==> src/logic/rtc_pkg.sv <==
// Shared constants, field layouts and types of the seconds and match timer
package rtc_pkg;

    // ------------------------------------------------------------
    // Register byte offsets
    // ------------------------------------------------------------
    localparam logic [5:0] OFS_CTRL    = 6'h00;  // Control bits
    localparam logic [5:0] OFS_CAL     = 6'h04;  // Divider calibration
    localparam logic [5:0] OFS_SEC     = 6'h08;  // Seconds counter
    localparam logic [5:0] OFS_DIV     = 6'h0C;  // Divider value, read only
    localparam logic [5:0] OFS_FREE    = 6'h10;  // Free-running counter, read only
    localparam logic [5:0] OFS_MATCH   = 6'h14;  // Match value
    localparam logic [5:0] OFS_STATUS  = 6'h18;  // Sticky event status, read only
    localparam logic [5:0] OFS_IRQ_CLR = 6'h1C;  // Write one to clear, write only
    localparam logic [5:0] OFS_IRQ_EN  = 6'h20;  // Interrupt enable

    // ------------------------------------------------------------
    // Sizes, positions and reset values
    // ------------------------------------------------------------
    localparam int unsigned CAP_PINS   = 2;       // Edge capture pins
    localparam int unsigned EV_W       = 4;       // Event count
    localparam int unsigned EV_SEC     = 0;       // Second tick event
    localparam int unsigned EV_MATCH   = 1;       // Match event
    localparam int unsigned EV_CAP0    = 2;       // First capture pin event
    localparam int unsigned CAL_SUB_POS = 15;     // Calibration direction bit
    localparam logic [14:0] DIV_TOP    = 15'h7FFF;  // Last divider count, 32768 cycles
    localparam logic [31:0] MATCH_RST  = 32'hFFFFFFFF;  // Match value after reset
    localparam logic [7:0]  CTRL_RST   = 8'h00;  // Control after reset
    localparam logic [8:0]  CAL_RST    = 9'h000; // No calibration after reset
    localparam logic [3:0]  IRQ_EN_RST = 4'h0;   // All interrupts masked

    // ------------------------------------------------------------
    // Types
    // ------------------------------------------------------------
    // Control register, bits 7 down to 0
    typedef struct packed {
        logic [1:0] cap_en;    // Capture pin enables
        logic [1:0] cap_rise;  // One: rising edge, zero: falling edge
        logic       wake_en;   // Wake request from interrupts
        logic       rst_en;    // Chip reset on match
        logic       free_en;   // Free-running counter runs
        logic       sec_en;    // Divider and seconds run
    } ctrl_type;

    // Calibration: sub set removes amt cycles, clear adds amt cycles
    typedef struct packed {
        logic       sub;
        logic [7:0] amt;
    } cal_type;

    // Bus answer state
    typedef enum logic {
        BUS_IDLE = 1'b0,
        BUS_ACK  = 1'b1
    } bus_state_type;

endpackage : rtc_pkg

==> src/logic/rtc_top.sv <==
// Seconds counter, calibrated second divider and match timer with register slave
`timescale 1ns/1ps
module rtc_top (
    input  wire logic                          CLK_I,              // 125 MHz system clock
    input  wire logic                          RESET_I,            // Synchronous reset, active high
    input  wire logic                          CE_I,               // Clock enable, freezes all state
    input  wire logic                          LFCLK_I,            // 32 kHz slow clock pin
    input  wire logic [rtc_pkg::CAP_PINS-1:0]  CAP_PIN_I,          // Edge capture pins
    input  wire logic [5:0]                    AVS_ADDRESS_I,      // Byte address
    input  wire logic                          AVS_READ_I,         // Read request
    input  wire logic                          AVS_WRITE_I,        // Write request
    input  wire logic [31:0]                   AVS_WRITEDATA_I,    // Write data
    input  wire logic [3:0]                    AVS_BYTEENABLE_I,   // Byte lanes
    output logic      [31:0]                   AVS_READDATA_O,     // Read data
    output logic                               AVS_WAITREQUEST_O,  // Stall
    output logic                               IRQ_O,              // Level interrupt
    output logic                               WAKE_O,             // Wake-up request
    output logic                               CHIP_RST_O          // Chip reset request
);
    import rtc_pkg::*;

    // ------------------------------------------------------------
    // Declarations
    // ------------------------------------------------------------
    bus_state_type         bus_q, bus_d;          // Bus answer state
    logic [31:0]           rdata_q, rdata_d;      // Read data register
    ctrl_type              ctrl_q, ctrl_d;        // Control
    cal_type               cal_q, cal_d;          // Calibration
    logic [EV_W-1:0]       irq_en_q, irq_en_d;    // Interrupt enable
    logic [14:0]           div_q, div_d;          // Second divider
    logic [7:0]            stall_q, stall_d;      // Added calibration cycles
    logic [31:0]           sec_q, sec_d;          // Seconds counter
    logic [31:0]           free_q, free_d;        // Free-running counter
    logic [31:0]           match_q, match_d;      // Match value
    logic                  rst_q, rst_d;          // Chip reset request
    logic                  wake_q, wake_d;        // Wake request
    logic                  lf_rise;               // Slow clock rising edge
    logic [CAP_PINS-1:0]   cap_rise, cap_fall;    // Pin edges
    logic [14:0]           div_top;               // Calibrated last count
    logic                  div_at_top;            // Divider at its last count
    logic                  sec_tick;              // One second elapsed
    logic                  match_ev;              // Free counter hit match
    logic [CAP_PINS-1:0]   cap_ev;                // Selected pin edges
    logic [EV_W-1:0]       events;                // Event pulses
    logic [EV_W-1:0]       clr;                   // Clear pulses
    logic [EV_W-1:0]       status;                // Sticky status
    logic                  irq;                   // Interrupt level
    logic                  acc_done;              // Access completes this edge
    logic                  wr_fire;               // Write takes effect
    logic                  sec_wr;                // Seconds register written

    // Merge write data into old value by byte lanes
    function automatic logic [31:0] merge(input logic [31:0] old, input logic [31:0] wd,
                                          input logic [3:0] be);
        logic [31:0] res;
        res = old;
        for (int i = 0; i < 4; i++) begin
            if (be[i]) begin
                res[i*8 +: 8] = wd[i*8 +: 8];
            end
        end
        return res;
    endfunction : merge

    // ------------------------------------------------------------
    // Input synchronisers
    // ------------------------------------------------------------
    // Slow clock sampled as a level, rising edge is the count enable
    rtc_sync_edge u_lf_sync (
        .clk_i   (CLK_I),
        .reset_i (RESET_I),
        .ce_i    (CE_I),
        .async_i (LFCLK_I),
        .rise_o  (lf_rise),
        .fall_o  ()
    );

    // One synchroniser per capture pin
    for (genvar g = 0; g < CAP_PINS; g++) begin : g_cap
        rtc_sync_edge u_cap_sync (
            .clk_i   (CLK_I),
            .reset_i (RESET_I),
            .ce_i    (CE_I),
            .async_i (CAP_PIN_I[g]),
            .rise_o  (cap_rise[g]),
            .fall_o  (cap_fall[g])
        );
    end

    // ------------------------------------------------------------
    // Avalon-MM slave
    // ------------------------------------------------------------
    // One wait cycle, then the access completes
    always_comb begin
        bus_d   = bus_q;
        rdata_d = rdata_q;
        case (bus_q)
            BUS_IDLE: begin
                if (AVS_READ_I || AVS_WRITE_I) begin
                    bus_d = BUS_ACK;
                    // Read data ready at the completing edge
                    if (AVS_ADDRESS_I == OFS_CTRL) begin
                        rdata_d = {24'h0, ctrl_q};
                    end else if (AVS_ADDRESS_I == OFS_CAL) begin
                        rdata_d = {16'h0, cal_q.sub, 7'h0, cal_q.amt};
                    end else if (AVS_ADDRESS_I == OFS_SEC) begin
                        rdata_d = sec_q;
                    end else if (AVS_ADDRESS_I == OFS_DIV) begin
                        rdata_d = {17'h0, div_q};
                    end else if (AVS_ADDRESS_I == OFS_FREE) begin
                        rdata_d = free_q;
                    end else if (AVS_ADDRESS_I == OFS_MATCH) begin
                        rdata_d = match_q;
                    end else if (AVS_ADDRESS_I == OFS_STATUS) begin
                        rdata_d = {28'h0, status};
                    end else if (AVS_ADDRESS_I == OFS_IRQ_EN) begin
                        rdata_d = {28'h0, irq_en_q};
                    end else begin
                        // Unmapped and write-only read as zero
                        rdata_d = 32'h0;
                    end
                end
            end
            BUS_ACK: begin
                bus_d = BUS_IDLE;
            end
            default: begin
                bus_d = BUS_IDLE;
            end
        endcase
    end

    // Register bus state
    always_ff @(posedge CLK_I) begin
        if (RESET_I) begin
            bus_q   <= BUS_IDLE;
            rdata_q <= 32'h0;
        end else if (CE_I) begin
            bus_q   <= bus_d;
            rdata_q <= rdata_d;
        end
    end

    assign acc_done          = (bus_q == BUS_ACK);
    assign AVS_WAITREQUEST_O = (AVS_READ_I | AVS_WRITE_I) & ~acc_done;
    assign AVS_READDATA_O    = rdata_q;
    assign wr_fire           = acc_done & AVS_WRITE_I & CE_I;
    assign sec_wr            = wr_fire && (AVS_ADDRESS_I == OFS_SEC);

    // ------------------------------------------------------------
    // Software registers
    // ------------------------------------------------------------
    // Writes to control, calibration, match and enable
    always_comb begin
        logic [31:0] m;
        m        = 32'h0;
        ctrl_d   = ctrl_q;
        cal_d    = cal_q;
        match_d  = match_q;
        irq_en_d = irq_en_q;
        clr      = '0;
        if (wr_fire) begin
            if (AVS_ADDRESS_I == OFS_CTRL) begin
                m      = merge({24'h0, ctrl_q}, AVS_WRITEDATA_I, AVS_BYTEENABLE_I);
                ctrl_d = m[7:0];
            end else if (AVS_ADDRESS_I == OFS_CAL) begin
                m     = merge({16'h0, cal_q.sub, 7'h0, cal_q.amt}, AVS_WRITEDATA_I, AVS_BYTEENABLE_I);
                cal_d = {m[CAL_SUB_POS], m[7:0]};
            end else if (AVS_ADDRESS_I == OFS_MATCH) begin
                match_d = merge(match_q, AVS_WRITEDATA_I, AVS_BYTEENABLE_I);
            end else if (AVS_ADDRESS_I == OFS_IRQ_CLR) begin
                m   = merge(32'h0, AVS_WRITEDATA_I, AVS_BYTEENABLE_I);
                clr = m[EV_W-1:0];
            end else if (AVS_ADDRESS_I == OFS_IRQ_EN) begin
                m        = merge({28'h0, irq_en_q}, AVS_WRITEDATA_I, AVS_BYTEENABLE_I);
                irq_en_d = m[EV_W-1:0];
            end
        end
    end

    // Register software state
    always_ff @(posedge CLK_I) begin
        if (RESET_I) begin
            ctrl_q   <= CTRL_RST;
            cal_q    <= CAL_RST;
            match_q  <= MATCH_RST;
            irq_en_q <= IRQ_EN_RST;
        end else if (CE_I) begin
            ctrl_q   <= ctrl_d;
            cal_q    <= cal_d;
            match_q  <= match_d;
            irq_en_q <= irq_en_d;
        end
    end

    // ------------------------------------------------------------
    // Second divider and seconds counter
    // ------------------------------------------------------------
    // top shortened by amt when sub is set, full top otherwise
    assign div_top    = cal_q.sub ? (DIV_TOP - {7'h0, cal_q.amt}) : DIV_TOP;
    assign div_at_top = (div_q >= div_top);
    // tick at the calibrated top, after the added cycles when sub is clear
    assign sec_tick   = lf_rise & ctrl_q.sec_en & div_at_top & (cal_q.sub | (stall_q == cal_q.amt));

    // Divider, stall and seconds next values
    always_comb begin
        div_d   = div_q;
        stall_d = stall_q;
        sec_d   = sec_q;
        if (lf_rise && ctrl_q.sec_en) begin
            if (sec_tick) begin
                div_d   = 15'h0;
                stall_d = 8'h0;
            end else if (div_at_top) begin
                // hold at top to add cycles
                stall_d = stall_q + 8'h1;
            end else begin
                div_d = div_q + 15'h1;
            end
        end
        // load wins, counting resumes from it
        if (sec_wr) begin
            sec_d = merge(sec_q, AVS_WRITEDATA_I, AVS_BYTEENABLE_I);
        end else if (sec_tick) begin
            sec_d = sec_q + 32'h1;
        end
    end

    // Register divider and seconds
    always_ff @(posedge CLK_I) begin
        if (RESET_I) begin
            div_q   <= 15'h0;
            stall_q <= 8'h0;
            sec_q   <= 32'h0;
        end else if (CE_I) begin
            div_q   <= div_d;
            stall_q <= stall_d;
            sec_q   <= sec_d;
        end
    end

    // ------------------------------------------------------------
    // Free-running counter, match and chip reset
    // ------------------------------------------------------------
    // match on the count just reached
    assign match_ev = lf_rise & ctrl_q.free_en & ((free_q + 32'h1) == match_q);

    // Free counter, reset request and wake request
    always_comb begin
        free_d = free_q;
        if (lf_rise && ctrl_q.free_en) begin
            free_d = free_q + 32'h1;
        end
        rst_d  = rst_q | (match_ev & ctrl_q.rst_en);
        wake_d = ctrl_q.wake_en & irq;
    end

    // Register free counter and requests
    always_ff @(posedge CLK_I) begin
        if (RESET_I) begin
            free_q <= 32'h0;
            rst_q  <= 1'b0;
            wake_q <= 1'b0;
        end else if (CE_I) begin
            free_q <= free_d;
            rst_q  <= rst_d;
            wake_q <= wake_d;
        end
    end

    assign CHIP_RST_O = rst_q;
    assign WAKE_O     = wake_q;

    // ------------------------------------------------------------
    // Events and interrupt
    // ------------------------------------------------------------
    // selected pin edge
    assign cap_ev = ctrl_q.cap_en & ((ctrl_q.cap_rise & cap_rise) | (~ctrl_q.cap_rise & cap_fall));
    assign events = {cap_ev, match_ev, sec_tick};

    rtc_irq_bank #(
        .W (EV_W)
    ) u_irq (
        .clk_i    (CLK_I),
        .reset_i  (RESET_I),
        .ce_i     (CE_I),
        .event_i  (events),
        .clr_i    (clr),
        .en_i     (irq_en_q),
        .status_o (status),
        .irq_o    (irq)
    );

    assign IRQ_O = irq;
endmodule : rtc_top

==> src/logic/rtc_sync_edge.sv <==
// Two-flop synchroniser with rising and falling edge pulses
`timescale 1ns/1ps
module rtc_sync_edge (
    input  wire logic clk_i,    // System clock
    input  wire logic reset_i,  // Synchronous reset
    input  wire logic ce_i,     // Clock enable
    input  wire logic async_i,  // Asynchronous input
    output logic      rise_o,   // One-cycle pulse on rising edge
    output logic      fall_o    // One-cycle pulse on falling edge
);
    logic [2:0] sync_q;  // Stage 0 meta, 1 stable, 2 delayed
    logic [2:0] sync_d;

    // Shift the input through the stages
    always_comb begin
        sync_d = {sync_q[1:0], async_i};
    end

    // Register stages
    always_ff @(posedge clk_i) begin
        if (reset_i) begin
            sync_q <= 3'h0;
        end else if (ce_i) begin
            sync_q <= sync_d;
        end
    end

    // Edges only from the stable stages
    assign rise_o = sync_q[1] & ~sync_q[2];
    assign fall_o = ~sync_q[1] & sync_q[2];
endmodule : rtc_sync_edge

==> src/logic/rtc_irq_bank.sv <==
// Sticky event status with enable mask and one level interrupt
`timescale 1ns/1ps
module rtc_irq_bank #(
    parameter int unsigned W = 4  // Event count
) (
    input  wire logic         clk_i,     // System clock
    input  wire logic         reset_i,   // Synchronous reset
    input  wire logic         ce_i,      // Clock enable
    input  wire logic [W-1:0] event_i,   // Event pulses
    input  wire logic [W-1:0] clr_i,     // Clear pulses
    input  wire logic [W-1:0] en_i,      // Enable mask
    output logic      [W-1:0] status_o,  // Sticky status
    output logic              irq_o      // Level interrupt
);
    logic [W-1:0] status_q;
    logic [W-1:0] status_d;
    logic         irq_q;
    logic         irq_d;

    // Set wins over clear in the same cycle
    always_comb begin
        status_d = (status_q & ~clr_i) | event_i;
        irq_d    = |(status_d & en_i);
    end

    // Register status and interrupt
    always_ff @(posedge clk_i) begin
        if (reset_i) begin
            status_q <= '0;
            irq_q    <= 1'b0;
        end else if (ce_i) begin
            status_q <= status_d;
            irq_q    <= irq_d;
        end
    end

    assign status_o = status_q;
    assign irq_o    = irq_q;
endmodule : rtc_irq_bank

==> config.mk <==
export PLATFORM = sky130hd
export DESIGN_NAME = rtc_top
export DESIGN_NICKNAME = d
export VERILOG_FILES = /design/src/logic/rtc_pkg.sv /design/src/logic/rtc_top.sv /design/src/logic/rtc_sync_edge.sv /design/src/logic/rtc_irq_bank.sv
export SDC_FILE = /design/constraint.sdc
export NUM_CORES = 1
export LEC_CHECK = 0
export ABC_AREA = 1
export BUFFER_PORTS_ARGS = -buffer_cell sky130_fd_sc_hd__buf_4
export CAP_MARGIN = 20
export CORE_ASPECT_RATIO = 0.75
export CORE_UTILIZATION = 61
export CTS_BUF_LIST = sky130_fd_sc_hd__clkbuf_8 sky130_fd_sc_hd__clkbuf_16
export DETAILED_ROUTE_END_ITERATION = 7
export PLACE_DENSITY = 0.77
export SYNTH_ARGS = -nofsm -noshare
export SYNTH_HDL_FRONTEND = slang
export SYNTH_HIERARCHICAL = 1
export SYNTH_SLANG_ARGS = --single-unit
==> constraint.sdc <==
create_clock -name CLK_I -period 2.87 [get_ports CLK_I]
set_clock_uncertainty 0.05 [all_clocks]
set_input_delay 0.7175 -clock CLK_I [delete_from_list [all_inputs] [get_ports CLK_I]]
set_output_delay 0.7175 -clock CLK_I [all_outputs]
set_load 0.02 [all_outputs]
Word-level counts from Yosys, hierarchy flattened
Cells that the tools add are included.

word-level totals
  register bits after elaboration = 189

cells by class
  add/subtract/negate cells = 5
  order comparisons = 1
  eq/ne operators = 15
  multiplexer cells = 27
  bitwise gates (word level) = 37
  reduce and logical (&&, ||, !) cells = 24

operators by type and width
  kind                                                                   count
  32-bit two-way mux                                                     8
  32-bit by 1-bit adder with 32-bit output, second input constant        2
  8-bit two-way mux                                                      6
  15-bit two-way mux                                                     3
  32-bit equality test                                                   1
  4-bit two-way mux                                                      8
  6-bit by 5-bit equality test with 1-bit output, second input constant  4
  6-bit AND reduction                                                    4
  3-bit AND reduction                                                    7
  15-bit by 1-bit adder with 15-bit output, second input constant        1
  1-bit AND                                                              15
  15-bit greater-or-equal comparator                                     1
  6-bit by 4-bit equality test with 1-bit output, second input constant  2
  1-bit NOT                                                              10
  5-bit AND reduction                                                    2
  1-bit by 9-bit subtractor with 10-bit output, first input constant     1
  8-bit by 1-bit adder with 8-bit output, second input constant          1
  4-bit AND                                                              2
  8-bit equality test                                                    1
  2-bit inequality test, second input constant                           4
  8-bit AND reduction                                                    1
  2-bit AND                                                              3
  6-bit by 3-bit equality test with 1-bit output, second input constant  1
  6-bit equality test, second input constant                             1
  15 further kinds                                                       20

Depth between registers and ports, before layout
  depth after elaboration = 11
  gate-level depth with buffers = 22
  depth with buffers taken out = 22

Hierarchy
The synthesis kept the hierarchy.

by module, submodules not included
  module         times used  cells each  area an instance (sq um)  sequential area each (sq um)
  rtc_top        1           1,639       10,660.2                  3,503.4
  rtc_sync_edge  3           22          131.4                     60.1
  rtc_irq_bank   1           44          269.0                     100.1

Worst setup path before layout
Ideal clock, no wire load.

  path kind = flip-flop to flip-flop
  start point = register cal_q[8] (netlist name)
  end point = register sec_q[22]
  arrival time = 2.164 ns
  data required time = 2.701 ns
  setup slack = 0.536 ns
  stages on the path, launching flop included = 17
  buffers on the path = 1
  period minus slack after synthesis = 2.334 ns
  cell sequence = dfxtp_1 -> clkbuf_1 -> nand2_1 -> ha_1 -> nor2_1 -> o21ai_0 -> nand2_1 -> nand2_1 -> nand2_1 -> a21oi_4 -> nand3_2 -> nand2_1 -> nand2_4 -> nor2_4 -> inv_2 -> o21ai_0 -> a21oi_1

between the ends
  word-level cells in the longest chain between the ends = 6
  elaborated cells on any way between the ends = 7

ends and longest elaborated chain
  what                                      line            RTL
  start: declaration                        rtc_top.sv:28   cal_type cal_q, cal_d;
  start signal: assignment                  rtc_top.sv:190  cal_q <= cal_d;
  15-bit two-way mux                        rtc_top.sv:200  assign div_top = cal_q.sub ? (DIV_TOP - {7'h0, cal_q.amt}) : DIV_TOP;
  15-bit greater-or-equal comparator        rtc_top.sv:201  assign div_at_top = (div_q >= div_top);
  1-bit AND                                 rtc_top.sv:203  assign sec_tick = lf_rise & ctrl_q.sec_en & div_at_top & (cal_q.sub | (stall_q == cal_q.amt));
  1-bit AND (*)                             rtc_top.sv:203
  2-bit nonzero test (no source line) (*)   --
  3-bit AND reduction (no source line) (*)  --
  end signal: assignment                    rtc_top.sv:234  sec_q <= 32'h0;
  end signal: assignment                    rtc_top.sv:238  sec_q <= sec_d;
  end: declaration                          rtc_top.sv:32   logic [31:0] sec_q, sec_d;

Every way passes the cells marked *; elsewhere a longest branch is shown, timed or not.
A chain may end at the register's enable or synchronous reset.

Final worst setup path
  start point = register cal_q[2] (netlist name)
  end point = register sec_q[18]

between the ends
  word-level cells in the longest chain between the ends = 7
  elaborated cells on any way between the ends = 9

ends and longest elaborated chain
  what                                          line
  1-bit by 9-bit subtractor with 10-bit output  rtc_top.sv:200
  15-bit two-way mux                            rtc_top.sv:200
  15-bit greater-or-equal comparator            rtc_top.sv:201
  1-bit AND                                     rtc_top.sv:203
  1-bit AND (*)                                 rtc_top.sv:203
  2-bit nonzero test (no source line) (*)       --
  3-bit AND reduction (no source line) (*)      --

Marked as above.

==> flow_metrics.tcl <==
set metrics [dict create \
    multi_input_area_mm2 0.006516 \
    path_class "flip-flop to flip-flop" \
    via_per_inst 5.913 \
    max_clock_freq_mhz 364.5 \
    syn_to_final_growth_pct 15.72 \
    gr-total-overflow 0 \
    io_pins 86 \
    min_path_cells 2 \
    drc 0 \
    gp_congestion 0.9888 \
    rsz0062_at_grt "false" \
    clock_latency_ns 0.44 \
    antenna_cells 0 \
    ir_worst_vdd_mv 0.3477 \
    power_leakage_nw 5.626 \
    totalNegativeSetupSlack_ns 0 \
    coreArea_mm2 0.01792 \
    powerDensity_mw_per_mm2 420.5 \
    die_w_um 159.3 \
    grt_pass1_wl_mm 59.17 \
    drt-initial-drc-count 1805 \
    timing_hold_violations_final 0 \
    final_cell_mix "nand2_1, inv_1, dfxtp_1" \
    drive_gt1_share_pct 13.15 \
    design.die.area_mm2 0.01911 \
    synth_warnings 6 \
    hp-start "CHIP_RST_O" \
    htreeDepth 4 \
    track_usage_pct 39.64 \
    cts_buffers 17 \
    antenna_found_initial 1 \
    layout_commonest_cell "nand2_1" \
    vias 12410 \
    cap_violations 0 \
    initial_core_util_pct 63.15 \
    grt_max_degree 71 \
    grt_pass1_vias 11070 \
    min_period_over_period_pct 95.60 \
    fin_crit_ns 2.744 \
    fin_nets 1907 \
    tightestPinTransition_ns 0.6448 \
    hold_class "flip-flop to flip-flop" \
    detail_route.wl_per_cell_um 17.95 \
    numClockSinks 189 \
    placed_area_mm2 0.01239 \
    first_pass_iters 6 \
    nFillCells 1524 \
    setup_viol 0 \
    rrSetupSlack_ns 0.13 \
    status "finished, final reports clean" \
    final_antenna_net_count 0 \
    die_h_um 120.0 \
    cts_buffer_depth 2 \
    worst-r2r-cell-count 16 \
    avgSynthCellArea_um2 6.477 \
    required_ns 3.19 \
    syn_inst 1747 \
    cp-start-kind "flip-flop" \
    clock-root-buffer "clkbuf_16" \
    port_buffers 85 \
    final_area_mm2 0.01310 \
    worstSetupEndpointType "flip-flop" \
    relSlewSlack_pct 56.56 \
    drv_slew 0 \
    ff_latch_area_mm2 0.003791 \
    syn-num-nets 1810 \
    reg2reg_from "cal_q[2]" \
    num_rows 42 \
    routed_wl_mm 37.67 \
    min_to "CHIP_RST_O" \
    path_max_fanout 6 \
    cts_tree "yes" \
    dpl.hpwl_mm 28.38 \
    timing.rr.end "sec_q[18]" \
    netlist_area_mm2 0.01132 \
    clk_pin_slew_ns 0.08 \
    arrival_ns 3.07 \
]
==> worst max-delay path by stage <==
stage | endpoint | startpoint | cells past startpoint
5_1_grt | div_q[11] | cal_q[2] | 15
3_3_place_gp | u_irq/irq_o | free_q[1] | 22
2_1_floorplan | sec_q[22] | cal_q[8] | 16
6_report | sec_q[18] | cal_q[2] | 16
3_5_place_dp | u_irq/irq_o | free_q[1] | 22
4_1_cts | sec_q[13] | cal_q[2] | 16
==> layout make-up <==
class | count | share of cell area [%]
clock buffers | 19 | 3.459
clock inverters | 12 | 1.166
inverters | 211 | 6.077
multi-input cells | 1289 | 49.76
flip-flops and latches | 189 | 28.95
well taps | 242 | 2.312
repair buffers | 136 | 8.274
==> flip-flops by register name (all words and copies together), names as in the netlist, 3 cells and up <==
name	cells
cal_q	9
g_cap.u_cap_sync/sync_q	6
AVS_READDATA_O	32
div_q	15
sec_q	32
u_irq/status_o	4
ctrl_q	8
u_lf_sync/sync_q	3
match_q	32
irq_en_q	4
stall_q	8
free_q	32
==> report_power, final <==
group          switching [mW]  internal (mW)  total [mW]
clock                    1.15           1.36        2.51
combinational           0.223          0.117       0.340
sequential             0.0172           2.64        2.66
total                    1.39           4.12        5.51
==> repair_timing <==
action / 4_1_cts / 5_1_grt
hold buffers: 0 / 0
buffers inserted: 0 / 10
gates resized for setup: 2 / 9
pin swaps: 0 / 4
setup endpoints to repair: 4 / 22
==> layer usage <==
layer / part of all wire, % / wire (µm) / global-route usage (%) / up-vias
li1: - / - / - / 5992
met1: 44 / 16750 / 57.66 / 5631
met2: 40 / 15110 / 56.63 / 725
met3: 14 / 5167 / 12.31 / 55
met4: 1.7 / 630 / 9.014 / 2
met5: 0.035 / 13 / 0 / -
==> per-stage QoR <==
stage	utilization, %	setup slack, ns	hold slack, ns	cells	power (mW)
global route	73.08	0.004453	0.4356	2098	5.642
global placement	69.17	0.07310	0.3914	2057	3.046
floorplan	-	0.5361	0.3934	1747	2.875
CTS	72.56	0.05519	0.4110	2088	5.484
finish	73.08	0.1263	0.4098	2098	5.506
detailed placement	69.17	0.02175	0.3982	2057	3.050
==> worst max-delay path: stages, from the launching register on <==
cell and delay [ns]:
dfxtp_1 0.39, nand2_1 0.09, inv_1 0.04, ha_1 0.29, nand2_1 0.11, o21ai_1 0.21, nand2_1 0.09, nand2_1 0.06
nand2_1 0.08, a21oi_4 0.23, nand3_2 0.15, nand2_1 0.13, nand2_4 0.12, nor2_4 0.22, buf_4 0.17, o21ai_0 0.10
a21oi_1 0.15
Power figures use the tool's default switching activity.
